## src/logic/fcu_regs.svh

```systemverilog
// Register offsets, field positions, reset values and timing for the fault unit
`ifndef FCU_REGS_SVH
`define FCU_REGS_SVH

`define FCU_A_CTRL    8'h00
`define FCU_A_STATE   8'h04
`define FCU_A_FLT     8'h08
`define FCU_A_RF      8'h0c
`define FCU_A_EOEN    8'h10
`define FCU_A_RSTEN   8'h14
`define FCU_A_ALMEN   8'h18
`define FCU_A_DELTA   8'h1c
`define FCU_A_PROTO   8'h20
`define FCU_A_INJ     8'h24
`define FCU_A_ISTAT   8'h28
`define FCU_A_IMASK   8'h2c
`define FCU_A_ID      8'h30

`define FCU_CH_LVD    1
`define FCU_CH_HVD    2
`define FCU_CH_SELF   8

`define FCU_EV_FAULT  0
`define FCU_EV_ALARM  1
`define FCU_EV_OSL    2
`define FCU_EV_REFUSE 3

`define FCU_RST_DELTA 16'h0000
`define FCU_RST_PROTO 1'b0

`define FCU_RESP_OK   2'b00
`define FCU_RESP_ERR  2'b10

`define FCU_CLK_NS    20
`define FCU_ERROR_OUT_PINS_NS   250000
`define FCU_ERROR_OUT_PINS_CYC  (`FCU_ERROR_OUT_PINS_NS / `FCU_CLK_NS)
`define FCU_ALARM_CYC 1000
`define FCU_SAFE_DIV  3

`endif

```

## src/logic/fcu_pkg.sv

```systemverilog
// Types shared by the fault unit modules
package fcu_pkg;

   typedef enum logic [3:0]
   {
      ST_CFG = 4'h1,
      ST_NRM = 4'h2,
      ST_ALM = 4'h4,
      ST_FLT = 4'h8
   } fcu_state_t;

endpackage

```

## src/logic/fcu_error_out_pins_if.sv

```systemverilog
// Link between the fault core and the error-out pin shaper
`timescale 1ns/10ps
interface fcu_error_out_pins_if;
   logic tick;
   logic on;
   logic stat;
   logic e0;
   logic e1;
   modport ctl (output tick, output on, output stat, input e0, input e1);
   modport drv (input tick, input on, input stat, output e0, output e1);
endinterface

```

## src/logic/fcu_error_out_pins.sv

```systemverilog
// Error-out pin pair shaper: dual-rail toggling or static idle levels
`timescale 1ns/10ps
module fcu_error_out_pins (
   input wire logic aclk,
   input wire logic aresetn,
   fcu_error_out_pins_if.drv  io
);
   logic e0_d;
   logic e1_d;

   // Fault shows as both pins low; dual rail toggles on safe ticks
   always_comb
   begin
      e0_d = io.e0;
      e1_d = io.e1;
      if (io.on)
      begin
         e0_d = 1'b0;
         e1_d = 1'b0;
      end
      else if (io.stat)
      begin
         e0_d = 1'b1;
         e1_d = 1'b0;
      end
      else if (io.tick || (io.e0 == io.e1))
      begin
         e0_d = ~io.e0;
         e1_d = io.e0;
      end
   end

   // Reset leaves the pins in dual-rail idle
   always_ff @(posedge aclk)
   begin
      if (!aresetn)
      begin
         io.e0 <= 1'b0;
         io.e1 <= 1'b1;
      end
      else
      begin
         io.e0 <= e0_d;
         io.e1 <= e1_d;
      end
   end
endmodule

```

## src/logic/fcu_sync.sv

```systemverilog
// Three-stage input synchroniser with agreement filter
`timescale 1ns/10ps
module fcu_sync #(
   parameter int W = 1
)(
   input  wire logic         aclk,
   input  wire logic         aresetn,
   input  wire logic [W-1:0] din,
   output logic      [W-1:0] dout
);
   logic [W-1:0] s1_q;
   logic [W-1:0] s2_q;
   logic [W-1:0] s3_q;
   logic [W-1:0] o_d;

   // Output moves only once stages two and three agree
   for (genvar i = 0; i < W; i++)
   begin : g_bit
      assign o_d[i] = (s2_q[i] == s3_q[i]) ? s3_q[i] : dout[i];
   end

   // First stage feeds only the second, no logic taps it
   always_ff @(posedge aclk)
   begin
      if (!aresetn)
      begin
         s1_q <= '0;
         s2_q <= '0;
         s3_q <= '0;
         dout <= '0;
      end
      else
      begin
         s1_q <= din;
         s2_q <= s1_q;
         s3_q <= s2_q;
         dout <= o_d;
      end
   end
endmodule

```

## src/logic/fcu_top.sv

```systemverilog
// Fault collection unit: AXI4-Lite registers, fault flags, state machine, error-out
//
// Decided for this implementation: the register offsets and the AXI4-Lite slave port.
`timescale 1ns/10ps
`include "fcu_regs.svh"

module fcu_top #(
   parameter int          NF           = 16,
   parameter int          VD           = 4,
   parameter int          ERROR_OUT_PINS_MIN_CYC = `FCU_ERROR_OUT_PINS_CYC,
   parameter int          ALARM_CYC    = `FCU_ALARM_CYC,
   parameter int          SAFE_DIV     = `FCU_SAFE_DIV,
   parameter logic [31:0] ID_CODE      = 32'h0000_5a5a // Arbitrary value
)(
   input  wire logic          aclk,
   input  wire logic          aresetn,
   input  wire logic          s_axi_awvalid,
   output logic               s_axi_awready,
   input  wire logic [7:0]    s_axi_awaddr,
   input  wire logic          s_axi_wvalid,
   output logic               s_axi_wready,
   input  wire logic [31:0]   s_axi_wdata,
   input  wire logic [3:0]    s_axi_wstrb,
   output logic               s_axi_bvalid,
   input  wire logic          s_axi_bready,
   output logic [1:0]         s_axi_bresp,
   input  wire logic          s_axi_arvalid,
   output logic               s_axi_arready,
   input  wire logic [7:0]    s_axi_araddr,
   output logic               s_axi_rvalid,
   input  wire logic          s_axi_rready,
   output logic [31:0]        s_axi_rdata,
   output logic [1:0]         s_axi_rresp,
   input  wire logic [NF-1:0] fault_src,
   input  wire logic [VD-1:0] low_voltage_detect,
   input  wire logic [VD-1:0] high_voltage_detect,
   output logic               error_out0,
   output logic               error_out1,
   output logic               reset_req,
   output logic               irq
);
   localparam int          SELF = `FCU_CH_SELF;
   localparam logic [32:0] ONE  = 33'h1;
   localparam logic [31:0] NFM  = 32'((ONE << NF) - ONE);

   // Refuse sizes the channel map or divider cannot serve
   if (NF < 9 || NF > 32 || VD < 1 || SAFE_DIV < 2 || SAFE_DIV > 255)
   begin : g_bad
      $error("fcu_top: unsupported parameter set");
   end

   function automatic logic [31:0] mrg(input logic [31:0] o, input logic [31:0] n,
                                       input logic [3:0] s);
      logic [31:0] m;
      m = {{8{s[3]}}, {8{s[2]}}, {8{s[1]}}, {8{s[0]}}};
      return (o & ~m) | (n & m);
   endfunction

   fcu_pkg::fcu_state_t st_q, st_d;
   logic [31:0]       cnt_q, cnt_d, load;
   logic [7:0]        div_q, div_d;
   logic              tick;
   logic [NF+2*VD-1:0] sync_s;
   logic [NF-1:0]     src, cur, seen_q, seen_d, flt_q, flt_d, flt_clr;
   logic [31:0]       rf_q, rf_d, eoen_q, eoen_d, rsten_q, rsten_d;
   logic [31:0]       almen_q, almen_d, inj_q, inj_d;
   logic [15:0]       delta_q, delta_d;
   logic              proto_q, proto_d;
   logic [3:0]        ist_q, ist_d, imask_q, imask_d, ev;
   logic              osl_ev, rst_d, irq_d, go_nrm, go_cfg, bad, refuse;
   logic              aw_full_q, aw_full_d, w_full_q, w_full_d, do_wr;
   logic [7:0]        waddr_q, waddr_d, raddr;
   logic [31:0]       wdat_q, wdat_d, rdat_d, rd;
   logic [3:0]        wstb_q, wstb_d;
   logic              awr_d, wr_d, bv_d, arr_d, rv_d, rerr;
   logic [1:0]        br_d, rr_d;

   fcu_error_out_pins_if eio ();

   fcu_sync #(.W(NF + 2 * VD)) u_sync (
      .aclk    (aclk),
      .aresetn (aresetn),
      .din     ({high_voltage_detect, low_voltage_detect, fault_src}),
      .dout    (sync_s)
   );

   fcu_error_out_pins u_error_out_pins (
      .aclk    (aclk),
      .aresetn (aresetn),
      .io      (eio)
   );

   // Safe clock stands in for the internal RC oscillator as a tick
   assign tick     = (div_q == 8'(SAFE_DIV - 1));
   assign div_d    = tick ? 8'h00 : div_q + 8'h01;
   assign eio.tick = tick;
   assign eio.on   = (st_q == fcu_pkg::ST_FLT);
   assign eio.stat = proto_q;
   assign error_out0 = eio.e0;
   assign error_out1 = eio.e1;

   // Source merge: detectors are ORed, injected faults join their input
   always_comb
   begin
      src = sync_s[NF-1:0] | inj_q[NF-1:0];
      src[`FCU_CH_LVD] = src[`FCU_CH_LVD] | (|sync_s[NF+VD-1:NF]);
      src[`FCU_CH_HVD] = src[`FCU_CH_HVD] | (|sync_s[NF+2*VD-1:NF+VD]);
   end

   // AXI handshake: address and data in either order, answer after both
   always_comb
   begin
      aw_full_d = aw_full_q;
      w_full_d  = w_full_q;
      waddr_d   = waddr_q;
      wdat_d    = wdat_q;
      wstb_d    = wstb_q;
      do_wr     = aw_full_q && w_full_q && !s_axi_bvalid;
      if (s_axi_awvalid && s_axi_awready)
      begin
         aw_full_d = 1'b1;
         waddr_d   = {s_axi_awaddr[7:2], 2'b00};
      end
      if (s_axi_wvalid && s_axi_wready)
      begin
         w_full_d = 1'b1;
         wdat_d   = s_axi_wdata;
         wstb_d   = s_axi_wstrb;
      end
      if (do_wr)
      begin
         aw_full_d = 1'b0;
         w_full_d  = 1'b0;
      end
      awr_d = !aw_full_d;
      wr_d  = !w_full_d;
   end

   // Register writes; configuration only lands in config state
   always_comb
   begin
      rf_d    = rf_q;
      eoen_d  = eoen_q;
      rsten_d = rsten_q;
      almen_d = almen_q;
      delta_d = delta_q;
      proto_d = proto_q;
      imask_d = imask_q;
      inj_d   = inj_q;
      inj_d[SELF] = 1'b0;
      flt_clr = '0;
      go_nrm  = 1'b0;
      go_cfg  = 1'b0;
      bad     = 1'b0;
      refuse  = 1'b0;
      if (do_wr)
      begin
         case (waddr_q)
            `FCU_A_CTRL:
            begin
               go_nrm = wstb_q[0] && wdat_q[0];
               go_cfg = wstb_q[0] && !wdat_q[0];
            end
            `FCU_A_FLT:   flt_clr = NF'(mrg(32'h0, wdat_q, wstb_q));
            `FCU_A_IMASK: imask_d = 4'(mrg({28'h0, imask_q}, wdat_q, wstb_q));
            `FCU_A_INJ:   inj_d   = mrg(inj_q & ~(32'h1 << SELF), wdat_q, wstb_q) & NFM;
            `FCU_A_ISTAT, `FCU_A_STATE, `FCU_A_ID: bad = 1'b0;
            `FCU_A_RF, `FCU_A_EOEN, `FCU_A_RSTEN, `FCU_A_ALMEN, `FCU_A_DELTA, `FCU_A_PROTO:
            begin
               if (st_q != fcu_pkg::ST_CFG)
                  refuse = 1'b1;
               else
               begin
                  case (waddr_q)
                     `FCU_A_RF:    rf_d    = mrg(rf_q, wdat_q, wstb_q) & NFM;
                     `FCU_A_EOEN:  eoen_d  = mrg(eoen_q, wdat_q, wstb_q) & NFM;
                     `FCU_A_RSTEN: rsten_d = mrg(rsten_q, wdat_q, wstb_q) & NFM;
                     `FCU_A_ALMEN: almen_d = mrg(almen_q, wdat_q, wstb_q) & NFM;
                     `FCU_A_DELTA: delta_d = 16'(mrg({16'h0, delta_q}, wdat_q, wstb_q));
                     default:      proto_d = 1'(mrg({31'h0, proto_q}, wdat_q, wstb_q));
                  endcase
               end
            end
            default: bad = 1'b1;
         endcase
      end
      br_d = s_axi_bresp;
      if (do_wr)
         br_d = (bad || refuse) ? `FCU_RESP_ERR : `FCU_RESP_OK;
      bv_d = do_wr || (s_axi_bvalid && !s_axi_bready);
   end

   // Fault flags: hardware recoverable follow the source at each safe tick,
   // software recoverable hold until cleared; a set on the tick beats a clear
   always_comb
   begin
      cur    = seen_q | src;
      seen_d = tick ? '0 : cur;
      flt_d  = flt_q & ~(flt_clr & rf_q[NF-1:0]);
      osl_ev = 1'b0;
      if (tick)
      begin
         flt_d = (~rf_q[NF-1:0] & src) | (rf_q[NF-1:0] & (flt_d | cur));
         // Pulse shorter than a safe period on a lone error-out reaction
         osl_ev = |(cur & ~src & ~rf_q[NF-1:0] & eoen_q[NF-1:0]
                    & ~rsten_q[NF-1:0] & ~almen_q[NF-1:0]);
      end
   end

   // Main state machine; alarm timer and error-out timer share one counter
   assign load = 32'(ERROR_OUT_PINS_MIN_CYC) + 32'(delta_q) * 32'(SAFE_DIV);
   always_comb
   begin
      logic unsafe;
      logic any;
      logic enter;
      unsafe = |(flt_q & ~almen_q[NF-1:0]);
      any    = |flt_q;
      enter  = 1'b0;
      st_d   = st_q;
      cnt_d  = (cnt_q != 32'h0) ? cnt_q - 32'h1 : 32'h0;
      ev     = 4'h0;
      ev[`FCU_EV_OSL]    = osl_ev;
      ev[`FCU_EV_REFUSE] = refuse;
      rst_d  = osl_ev;
      case (st_q)
         fcu_pkg::ST_CFG:
            if (go_nrm)
               st_d = fcu_pkg::ST_NRM;
         fcu_pkg::ST_NRM:
            if (unsafe)
               enter = 1'b1;
            else if (any)
            begin
               st_d  = fcu_pkg::ST_ALM;
               cnt_d = 32'(ALARM_CYC);
               ev[`FCU_EV_ALARM] = 1'b1;
            end
            else if (go_cfg)
               st_d = fcu_pkg::ST_CFG;
         fcu_pkg::ST_ALM:
            if (unsafe || cnt_q == 32'h0)
               enter = 1'b1;
            else if (!any)
               st_d = fcu_pkg::ST_NRM;
         fcu_pkg::ST_FLT:
            if (cnt_q == 32'h0 && !any)
               st_d = fcu_pkg::ST_NRM;
         default:
            st_d = fcu_pkg::ST_CFG;
      endcase
      // Fault entry drives error-out whatever its enable says
      if (enter)
      begin
         st_d  = fcu_pkg::ST_FLT;
         cnt_d = load;
         ev[`FCU_EV_FAULT] = 1'b1;
         rst_d = rst_d || |(flt_q & rsten_q[NF-1:0]);
      end
      ist_d = (ist_q & ~(waddr_q == `FCU_A_ISTAT && do_wr ? wdat_q[3:0] & {4{wstb_q[0]}} : 4'h0)) | ev;
      irq_d = |(ist_d & imask_d);
   end

   // Read path
   assign raddr = {s_axi_araddr[7:2], 2'b00};
   always_comb
   begin
      rd   = 32'h0;
      rerr = 1'b0;
      case (raddr)
         `FCU_A_CTRL:  rd = {31'h0, st_q != fcu_pkg::ST_CFG};
         `FCU_A_STATE: rd = {28'h0, st_q};
         `FCU_A_FLT:   rd = NFM & 32'(flt_q);
         `FCU_A_RF:    rd = rf_q;
         `FCU_A_EOEN:  rd = eoen_q;
         `FCU_A_RSTEN: rd = rsten_q;
         `FCU_A_ALMEN: rd = almen_q;
         `FCU_A_DELTA: rd = {16'h0, delta_q};
         `FCU_A_PROTO: rd = {31'h0, proto_q};
         `FCU_A_INJ:   rd = inj_q;
         `FCU_A_ISTAT: rd = {28'h0, ist_q};
         `FCU_A_IMASK: rd = {28'h0, imask_q};
         `FCU_A_ID:    rd = ID_CODE;
         default:      rerr = 1'b1;
      endcase
      rdat_d = s_axi_rdata;
      rr_d   = s_axi_rresp;
      if (s_axi_arvalid && s_axi_arready)
      begin
         rdat_d = rd;
         rr_d   = rerr ? `FCU_RESP_ERR : `FCU_RESP_OK;
      end
      rv_d  = (s_axi_arvalid && s_axi_arready) || (s_axi_rvalid && !s_axi_rready);
      arr_d = !rv_d;
   end

   // All state registers; outputs other than error_out0 and error_out1 come straight from here
   always_ff @(posedge aclk)
   begin
      if (!aresetn)
      begin
         st_q          <= fcu_pkg::ST_CFG;
         cnt_q         <= 32'h0;
         div_q         <= 8'h00;
         seen_q        <= '0;
         flt_q         <= '0;
         rf_q          <= 32'h0;
         eoen_q        <= 32'h0;
         rsten_q       <= 32'h0;
         almen_q       <= 32'h0;
         inj_q         <= 32'h0;
         delta_q       <= `FCU_RST_DELTA;
         proto_q       <= `FCU_RST_PROTO;
         ist_q         <= 4'h0;
         imask_q       <= 4'h0;
         reset_req     <= 1'b0;
         irq           <= 1'b0;
         aw_full_q     <= 1'b0;
         w_full_q      <= 1'b0;
         waddr_q       <= 8'h00;
         wdat_q        <= 32'h0;
         wstb_q        <= 4'h0;
         s_axi_awready <= 1'b0;
         s_axi_wready  <= 1'b0;
         s_axi_bvalid  <= 1'b0;
         s_axi_bresp   <= 2'b00;
         s_axi_arready <= 1'b0;
         s_axi_rvalid  <= 1'b0;
         s_axi_rdata   <= 32'h0;
         s_axi_rresp   <= 2'b00;
      end
      else
      begin
         st_q          <= st_d;
         cnt_q         <= cnt_d;
         div_q         <= div_d;
         seen_q        <= seen_d;
         flt_q         <= flt_d;
         rf_q          <= rf_d;
         eoen_q        <= eoen_d;
         rsten_q       <= rsten_d;
         almen_q       <= almen_d;
         inj_q         <= inj_d;
         delta_q       <= delta_d;
         proto_q       <= proto_d;
         ist_q         <= ist_d;
         imask_q       <= imask_d;
         reset_req     <= rst_d;
         irq           <= irq_d;
         aw_full_q     <= aw_full_d;
         w_full_q      <= w_full_d;
         waddr_q       <= waddr_d;
         wdat_q        <= wdat_d;
         wstb_q        <= wstb_d;
         s_axi_awready <= awr_d;
         s_axi_wready  <= wr_d;
         s_axi_bvalid  <= bv_d;
         s_axi_bresp   <= br_d;
         s_axi_arready <= arr_d;
         s_axi_rvalid  <= rv_d;
         s_axi_rdata   <= rdat_d;
         s_axi_rresp   <= rr_d;
      end
   end
endmodule

```

## config.mk

```make
export PLATFORM = sky130hd
export DESIGN_NAME = fcu_top
export DESIGN_NICKNAME = d
export VERILOG_FILES = /design/src/logic/fcu_pkg.sv /design/src/logic/fcu_error_out_pins_if.sv /design/src/logic/fcu_error_out_pins.sv /design/src/logic/fcu_sync.sv /design/src/logic/fcu_top.sv
export VERILOG_INCLUDE_DIRS = /design/src /design/src/logic
export SDC_FILE = /design/constraint.sdc
export NUM_CORES = 1
export LEC_CHECK = 0
export BUFFER_PORTS_ARGS = -buffer_cell sky130_fd_sc_hd__buf_2
export CORE_AREA = 2 2 169 171
export DETAILED_ROUTE_END_ITERATION = 8
export DIE_AREA = 0 0 171 173
export HOLD_SLACK_MARGIN = 0.12
export PLACE_DENSITY = 0.77
export SKIP_LAST_GASP = 1
export SYNTH_ARGS = -nofsm -noshare
export SYNTH_HDL_FRONTEND = slang
export SYNTH_HIERARCHICAL = 1
export SYNTH_SLANG_ARGS = --single-unit
```

## constraint.sdc

```tcl
create_clock -name aclk -period 3.5 [get_ports aclk]
set_input_delay 0.525 -clock aclk [delete_from_list [all_inputs] [get_ports aclk]]
set_output_delay 0.525 -clock aclk [all_outputs]
set_load 0.01 [all_outputs]
```

* Yosys cells after proc, flatten, opt, wreduce, memory -nomap -nowiden
Index checks and enable logic that the tools add are counted.
** Word-level totals
- Register bits :: 348
- Latch bits :: 0
- Memory bits (writable) :: 0
- Bits in read-only memories :: 0
- Input port bits :: 83
- Output and inout bits :: 45
- Logic and storage cells :: 285
- Memories :: 0
** Operators by class
- Add/sub/neg operators :: 3
- $mul :: 1
- Divide/modulo/power cells :: 0
- Order comparisons :: 0
- Equality and inequality tests :: 67
- Shift-type cells :: 0
- Multiplexer cells :: 50
- Bitwise operators :: 49
- Reduce and logical (&&, ||, !) cells :: 55
** Operators by type and width (number)
- 16-bit AND :: 18
- 16-bit case mux with 13 select lines :: 1
- 32-bit 2-to-1 mux :: 5
- 16-bit OR :: 10
- 16-bit NOT :: 6
- 16-bit OR reduction :: 4
- 6-bit by 4-bit equality test with 1-bit output (second input constant) :: 10
- 6-bit by 3-bit equality test with 1-bit output (second input constant) :: 8
- 16-bit 2-to-1 mux :: 3
- 4-bit 2-to-1 mux :: 11
- 32-bit zero test :: 1
- 32-bit nonzero test :: 1
- 32-bit by 1-bit subtractor with 32-bit output (second input constant) :: 1
- 1-bit 2-to-1 mux :: 26
- 13-bit OR reduction :: 2
- 1-bit equality test :: 25
- 6-bit by 2-bit equality test with 1-bit output (second input constant) :: 4
- 4-bit AND reduction :: 6
- 14-bit by 18-bit adder with 19-bit output (first input constant) :: 1
- 16-bit by 2-bit multiplier with 18-bit output (second input constant) :: 1
- 4-bit AND :: 4
- 8-bit zero test :: 2
- 4-bit case mux with 4 select lines :: 1
- 3-bit inequality test (second input constant) :: 5
- other kinds (31) :: 69

* Depth between registers and ports, before layout
Gate-level depths: netlist of the first run.
- Depth in word-level cells :: 13
- Depth in mapped cells :: 13
- Gate-level depth less buffers :: 13

* By module
Netlist of the first run, hierarchy kept.
** Modules (own cells, without submodules)
- fcu_top :: times used 1, cells an instance 1464, area an instance 11574.9 um2, sequential area each 4644.5 um2
- fcu_sync :: times used 1, cells an instance 250, area an instance 2854.0 um2, sequential area each 1921.8 um2
- fcu_error_out_pins :: times used 1, cells an instance 6, area an instance 71.3 um2, sequential area each 40.0 um2

* Least setup slack after synthesis of the first run
No wires, ideal clock.
- Kind :: reg-to-reg
- Start :: register with a tool-made name
- End :: register cnt_q[16]
- Setup time :: 0.116 ns
- Arrival time :: 2.507 ns
- Data required time :: 3.384 ns
- Path slack :: 0.877 ns
- Cell stages (with the launch flop) :: 14
- Path buffers :: 0
- Period minus slack after synthesis :: 2.623 ns
- Cell sequence :: dfxtp_1 -> inv_1 -> ha_1 -> inv_1 -> ha_1 -> inv_1 -> fa_1 -> nor2b_1 -> o31a_1 -> o211ai_1 -> a31oi_1 -> o211a_1 -> or3_1 -> a31o_2
** RTL lines
- end signal, assigned :: line fcu_top.sv:335 : cnt_q <= cnt_d;
- end, declared :: line fcu_top.sv:60 : logic [31:0] cnt_q, cnt_d, load;

==> results of run 1 <==
-- kinds of logic (layout without fill, tap and decap cells) --
family | Yosys count | after routing | synth area share [%]
AND/OR/NAND/NOR | 748 | 748 | 24.4
multiplexers | 57 | 57 | 4.39
AO/OA/AOI/OAI | 355 | 355 | 15.4
XOR/XNOR | 45 | 45 | 2.72
adder cells (fa/ha/maj) | 34 | 34 | 2.99
other | 1 | 19 | 0.0259
buffers and inverters | 150 | 205 | 4.57
flip-flops | 330 | 330 | 45.6
-- where the power goes --
part,internal [uW],switching [uW],total [uW]
registers,4000,231,4230
logic,630,853,1480
clock network,2080,1480,3560
-- critical path, delay by kind of cell, from the launching register on --
| family | cells | cell delay, ns |
|---|---|---|
| compound gates | 5 | 1.16 |
| fa+ha+maj | 3 | 0.69 |
| flops | 1 | 0.40 |
| simple gates | 2 | 0.37 |
| buf+inv | 3 | 0.18 |
-- final cells by class --
cell class                 count  area [um^2]
clock buffer                  49         1010
fill                        2489        11400
antenna                        1         2.50
inverter                      40          153
tap                          378          473
multi-input combinational   1257         7290
clock inverter                 8         83.8
timing repair buffer         108          618
sequential                   330         6610
-- worst paths after layout --
check,start,end,slack (ns),cells past startpoint
max,flip-flop,cnt_q[16],0.59,13
min reg2reg,u_sync/s1_q[14],u_sync/s2_q[14],0.43,1
min,low_voltage_detect[1],u_sync/s1_q[17],0.21,2
max reg2reg,flip-flop,cnt_q[16],0.59,13
-- synth_stat cells (17+ instances only) --
master / count
a21oi_1: 151
nand2_1: 282
nand4_1: 25
xor2_1: 22
mux2_2: 23
nor2_1: 171
inv_1: 39
and2_1: 80
nor2b_1: 21
nor3_1: 48
a21boi_0: 17
mux2i_1: 31
buf_4: 22
clkbuf_1: 71
nand3_1: 28
a22oi_1: 21
nand2b_1: 19
o21ai_0: 58
xnor2_1: 23
a221oi_1: 22
dfxtp_1: 330
ha_1: 33
-- metal layers --
| metal | GRT usage (%) | routed length, um |
|---|---|---|
| met1 | 35.0 | 16700 |
| met2 | 41.8 | 17800 |
| met3 | 4.76 | 3160 |
| met4 | 11.7 | 1800 |
| met5 | 0 | 13 |
-- stage by stage --
stage	worst slack (ns)	std cells
after floorplan	0.877	1737
after global placement	0.653	2113
after detailed placement	0.645	2113
after CTS	0.629	2170
after global routing	0.380	2171
final	0.593	2171
==> out/qor.yml, run 1 <==
outcome: "completed"
crit_type: "flip-flop to flip-flop"
vias: 12529
seq_area_frac_synth_pct: 45.6
final_common_cell: "dfxtp_1"
setup_viol: 0
report.final.slew_viol_count: 0
netlist_instances: 1720
place.gp.congestion: 0.980
ctsRootBufferMaster: "clkbuf_16"
layout_common_cells: "dfxtp_1, nand2_1, nor2_1"
postPlaceCellArea_mm2: 0.0151
syn_area_mm2: 0.0145
arrival_ns: 3.32
min_period_ns: 2.91
ctsResizeCount: 0
relSlewSlack_pct: 33.2
drt_iter0_markers: 1121
drive_gt1_share_pct: 11.7
p_total_uw: 9270
wl_per_cell_um: 18.2
async_flop_share_pct: 0
worst_pin_slew_ns: 0.999
post-route-period-util_pct: 83.1
port_buffers: 87
wirelength_um: 39400
postRouteAntennaNets: 0
firstDrtPassIters: 7
grt_pass1_vias: 11732
drcViolationCount: 0
hold_slack_ns: 0.206
die_h_um: 173
ys_types: 74
io_pins: 128
clkTransAtPathRegs_ns: 0.06
crit_path_max_fanout: 4
finish.utilization_pct: 58.8
insertion_delay_ns: 0.52
worstPathCellList: "inv_1 -> ha_1 -> inv_1 -> ha_1 -> inv_1 -> fa_1 -> nor2b_1 -> o31a_1 -> o211ai_1 -> a31oi_1 -> o211a_1 -> or3_1 -> a31o_2"
grt_pass1_wl_um: 62300
clockBufferDepth: 3
powerDensity_mw_per_mm2: 571
cts-buffers-inserted: 35
ir_worst_vdd_v: 0.000490
cp_slowest_stage_delay_ns: 0.40
dp_hpwl_um: 28900
htreeDepth: 2
hold_violations: 0
rsz0062_at_grt: "no"
max_cap_violations: 0
cp.required_ns: 3.91
areaGrowthSynthToFinish_pct: 12.0
ctsHoldBuffers: 0
grt_max_degree: 92
die_width_um: 171
ys_warn_count: 6
antenna_found_initial: 3
vias_per_cell: 5.77
end_kind: "flip-flop"
initial_utilization_pct: 52.5
synth.ff_latch_count: 330
power.leakage_uw: 0.00616
synth_top_flop_cell: "dfxtp_1"
synth_edf_count: 0
post_cts_buffers: 0
start_kind: "flip-flop"
fin_tns_setup_ns: 0
synth_top_area_share_pct: 45.6
core_area_mm2: 0.0276
cp_slowest_cell: "dfxtp_1"
synth_area_leaders: "dfxtp_1, nand2_1, a21oi_1"
skew_ns: 0.0138
crit_top_cell: "inv_1"
dieArea_mm2: 0.0296
postLayoutCellArea_mm2: 0.0162
cts_tree: "done"
syn_avg_cell_area_um2: 8.43
fmax_ghz: 0.344
grt.total_usage_pct: 26.4
nets: 1889
std_cell_rows: 61
min_path_type: "input port to flip-flop"
grt-ovfl-total: 0
cts_num_sinks: 330
synth_top_area_cell: "dfxtp_1"
(Power assumes the default switching activity.)
==> run 2: changes to the inputs <==
clock period = 2.7 ns   (was 3.5 ns; I/O delays follow)
==> out/qor.yml, run 2 (synthesis results as in run 1) <==
min_path_type: "input port to flip-flop"
arrival_ns: 3.17
min_period_ns: 2.77
wl_per_cell_um: 18.4
areaGrowthSynthToFinish_pct: 18.1
report.final.slew_viol_count: 0
core_area_mm2: 0.0276
cts-buffers-inserted: 35
cp.required_ns: 3.10
start_kind: "flip-flop"
cts_tree: "done"
die_h_um: 173
grt_max_degree: 95
crit_type: "flip-flop to flip-flop"
fill_cells: 2384
layout_common_cells: "dfxtp_1, nand2_1, nor2_1"
cp_slowest_stage_delay_ns: 0.35
post-route-period-util_pct: 103
cp_slowest_cell: "or3_1"
worst-path-buf-inv: 2
postRouteAntennaNets: 0
dp.cells: 2171
rsz0062_at_grt: "yes"
die_width_um: 171
hold_slack_ns: 0.133
violations: "setup timing"
worstPathCellList: "inv_1 -> ha_1 -> inv_1 -> ha_1 -> nor2b_2 -> o31a_1 -> o211ai_1 -> a31oi_1 -> o211a_1 -> or3_1 -> a31o_2"
worst_pin_slew_ns: 0.728
ctsRootBufferMaster: "clkbuf_16"
grt.total_usage_pct: 27.7
cp_top_family: "compound AO/OA/AOI/OAI gates"
place_worst_setup_slack_ns: 0.0258
grt_pass1_wl_um: 65300
max_cap_violations: 0
port_buffers: 87
outcome: "finished with violations"
vias_per_cell: 5.69
setup_viol: 1
power.leakage_uw: 0.00664
clockBufferDepth: 3
crit_path_max_fanout: 3
dieArea_mm2: 0.0296
fin_tns_setup_ns: -0.0681
grt-ovfl-total: 0
end_kind: "flip-flop"
antennaDiodeCount: 0
antenna_found_initial: 0
skew_ns: 0.0199
wirelength_um: 41700
drive_gt1_share_pct: 15.7
place.gp.congestion: 0.974
io_pins: 128
relSlewSlack_pct: 50.8
cts_num_sinks: 330
insertion_delay_ns: 0.51
htreeDepth: 2
clkTransAtPathRegs_ns: 0.06
drt_iter0_markers: 1208
initial_utilization_pct: 52.5
drcViolationCount: 0
powerDensity_mw_per_mm2: 729
vias: 12877
std_cell_rows: 61
finish.utilization_pct: 62.0
dp_hpwl_um: 30200
final_common_cell: "dfxtp_1"
grt_pass1_vias: 12227
nets: 1975
fmax_ghz: 0.361
fin_ws_ns: -0.0681
firstDrtPassIters: 6
ir_worst_vdd_v: 0.000593
hold_violations: 0
layout.cells.non_filler: 2262
## run 2: changes by cell type in the layout (fill, tap and decap cells not counted), moves of 3 or more
cell / previous run / this run
dlygate4sd3_1: 0 / 25
dfxtp_2: 0 / 4
inv_1: 39 / 35
buf_4: 19 / 79
inv_2: 0 / 4
bufinv_16: 1 / 4
dfxtp_1: 330 / 326
ha_1: 33 / 30
## run 2: worst paths after layout
check                       start         endpoint  slack [ns]  depth (start not counted)
setup / recovery        flip-flop        cnt_q[16]       -0.07                         11
hold / removal     s_axi_wdata[8]        wdat_q[8]        0.13                          3
setup reg to reg        flip-flop        cnt_q[16]       -0.07                         11
hold reg to reg   u_sync/s1_q[10]  u_sync/s2_q[10]        0.43                          1
## run 2: final cells by class
class	count	area (um^2)	share of cell area, %
Clock inverter	16	216	1.26
Multi-Input combinational cell	1257	7350	42.9
Timing Repair Buffer	194	1340	7.82
Tap cell	378	473	2.76
Sequential cell	330	6610	38.6
Inverter	40	153	0.892
Clock buffer	47	981	5.73
## run 2: stage by stage
step,cell area [um^2],power [uW]
floorplan,14600,7050
global placement,15600,7500
detailed placement,15600,7550
CTS,17000,12500
global route,17100,13000
finish,17100,12500
## run 2: where the power goes
group / switching (uW) / internal [uW]
Sequential: 302 / 5180
Combinational: 1140 / 904
Clock: 2000 / 2960
Total: 3440 / 9050
## run 2: tightest hold or removal path, stage by stage
cell and delay, ns:
buf_2 0.10, nand2_1 0.05, a21oi_1 0.05
## run 2: what timing repair did
item                                    4_1_cts  5_1_grt
endpoints found under the hold margin        25        0
resized for setup                             0       20
setup buffers                                 0        3
hold buffers                                 25        0
endpoints found under the setup margin        0       15
## run 2: routing by layer
layer  vias up  routed length [um]  global-route usage, %
met2       560               19200                   45.2
li1       6188                   -                      -
met1      6026               17400                   36.2
met5         -                   0                      0
met3       103                3420                   5.33
met4         0                1690                   10.9
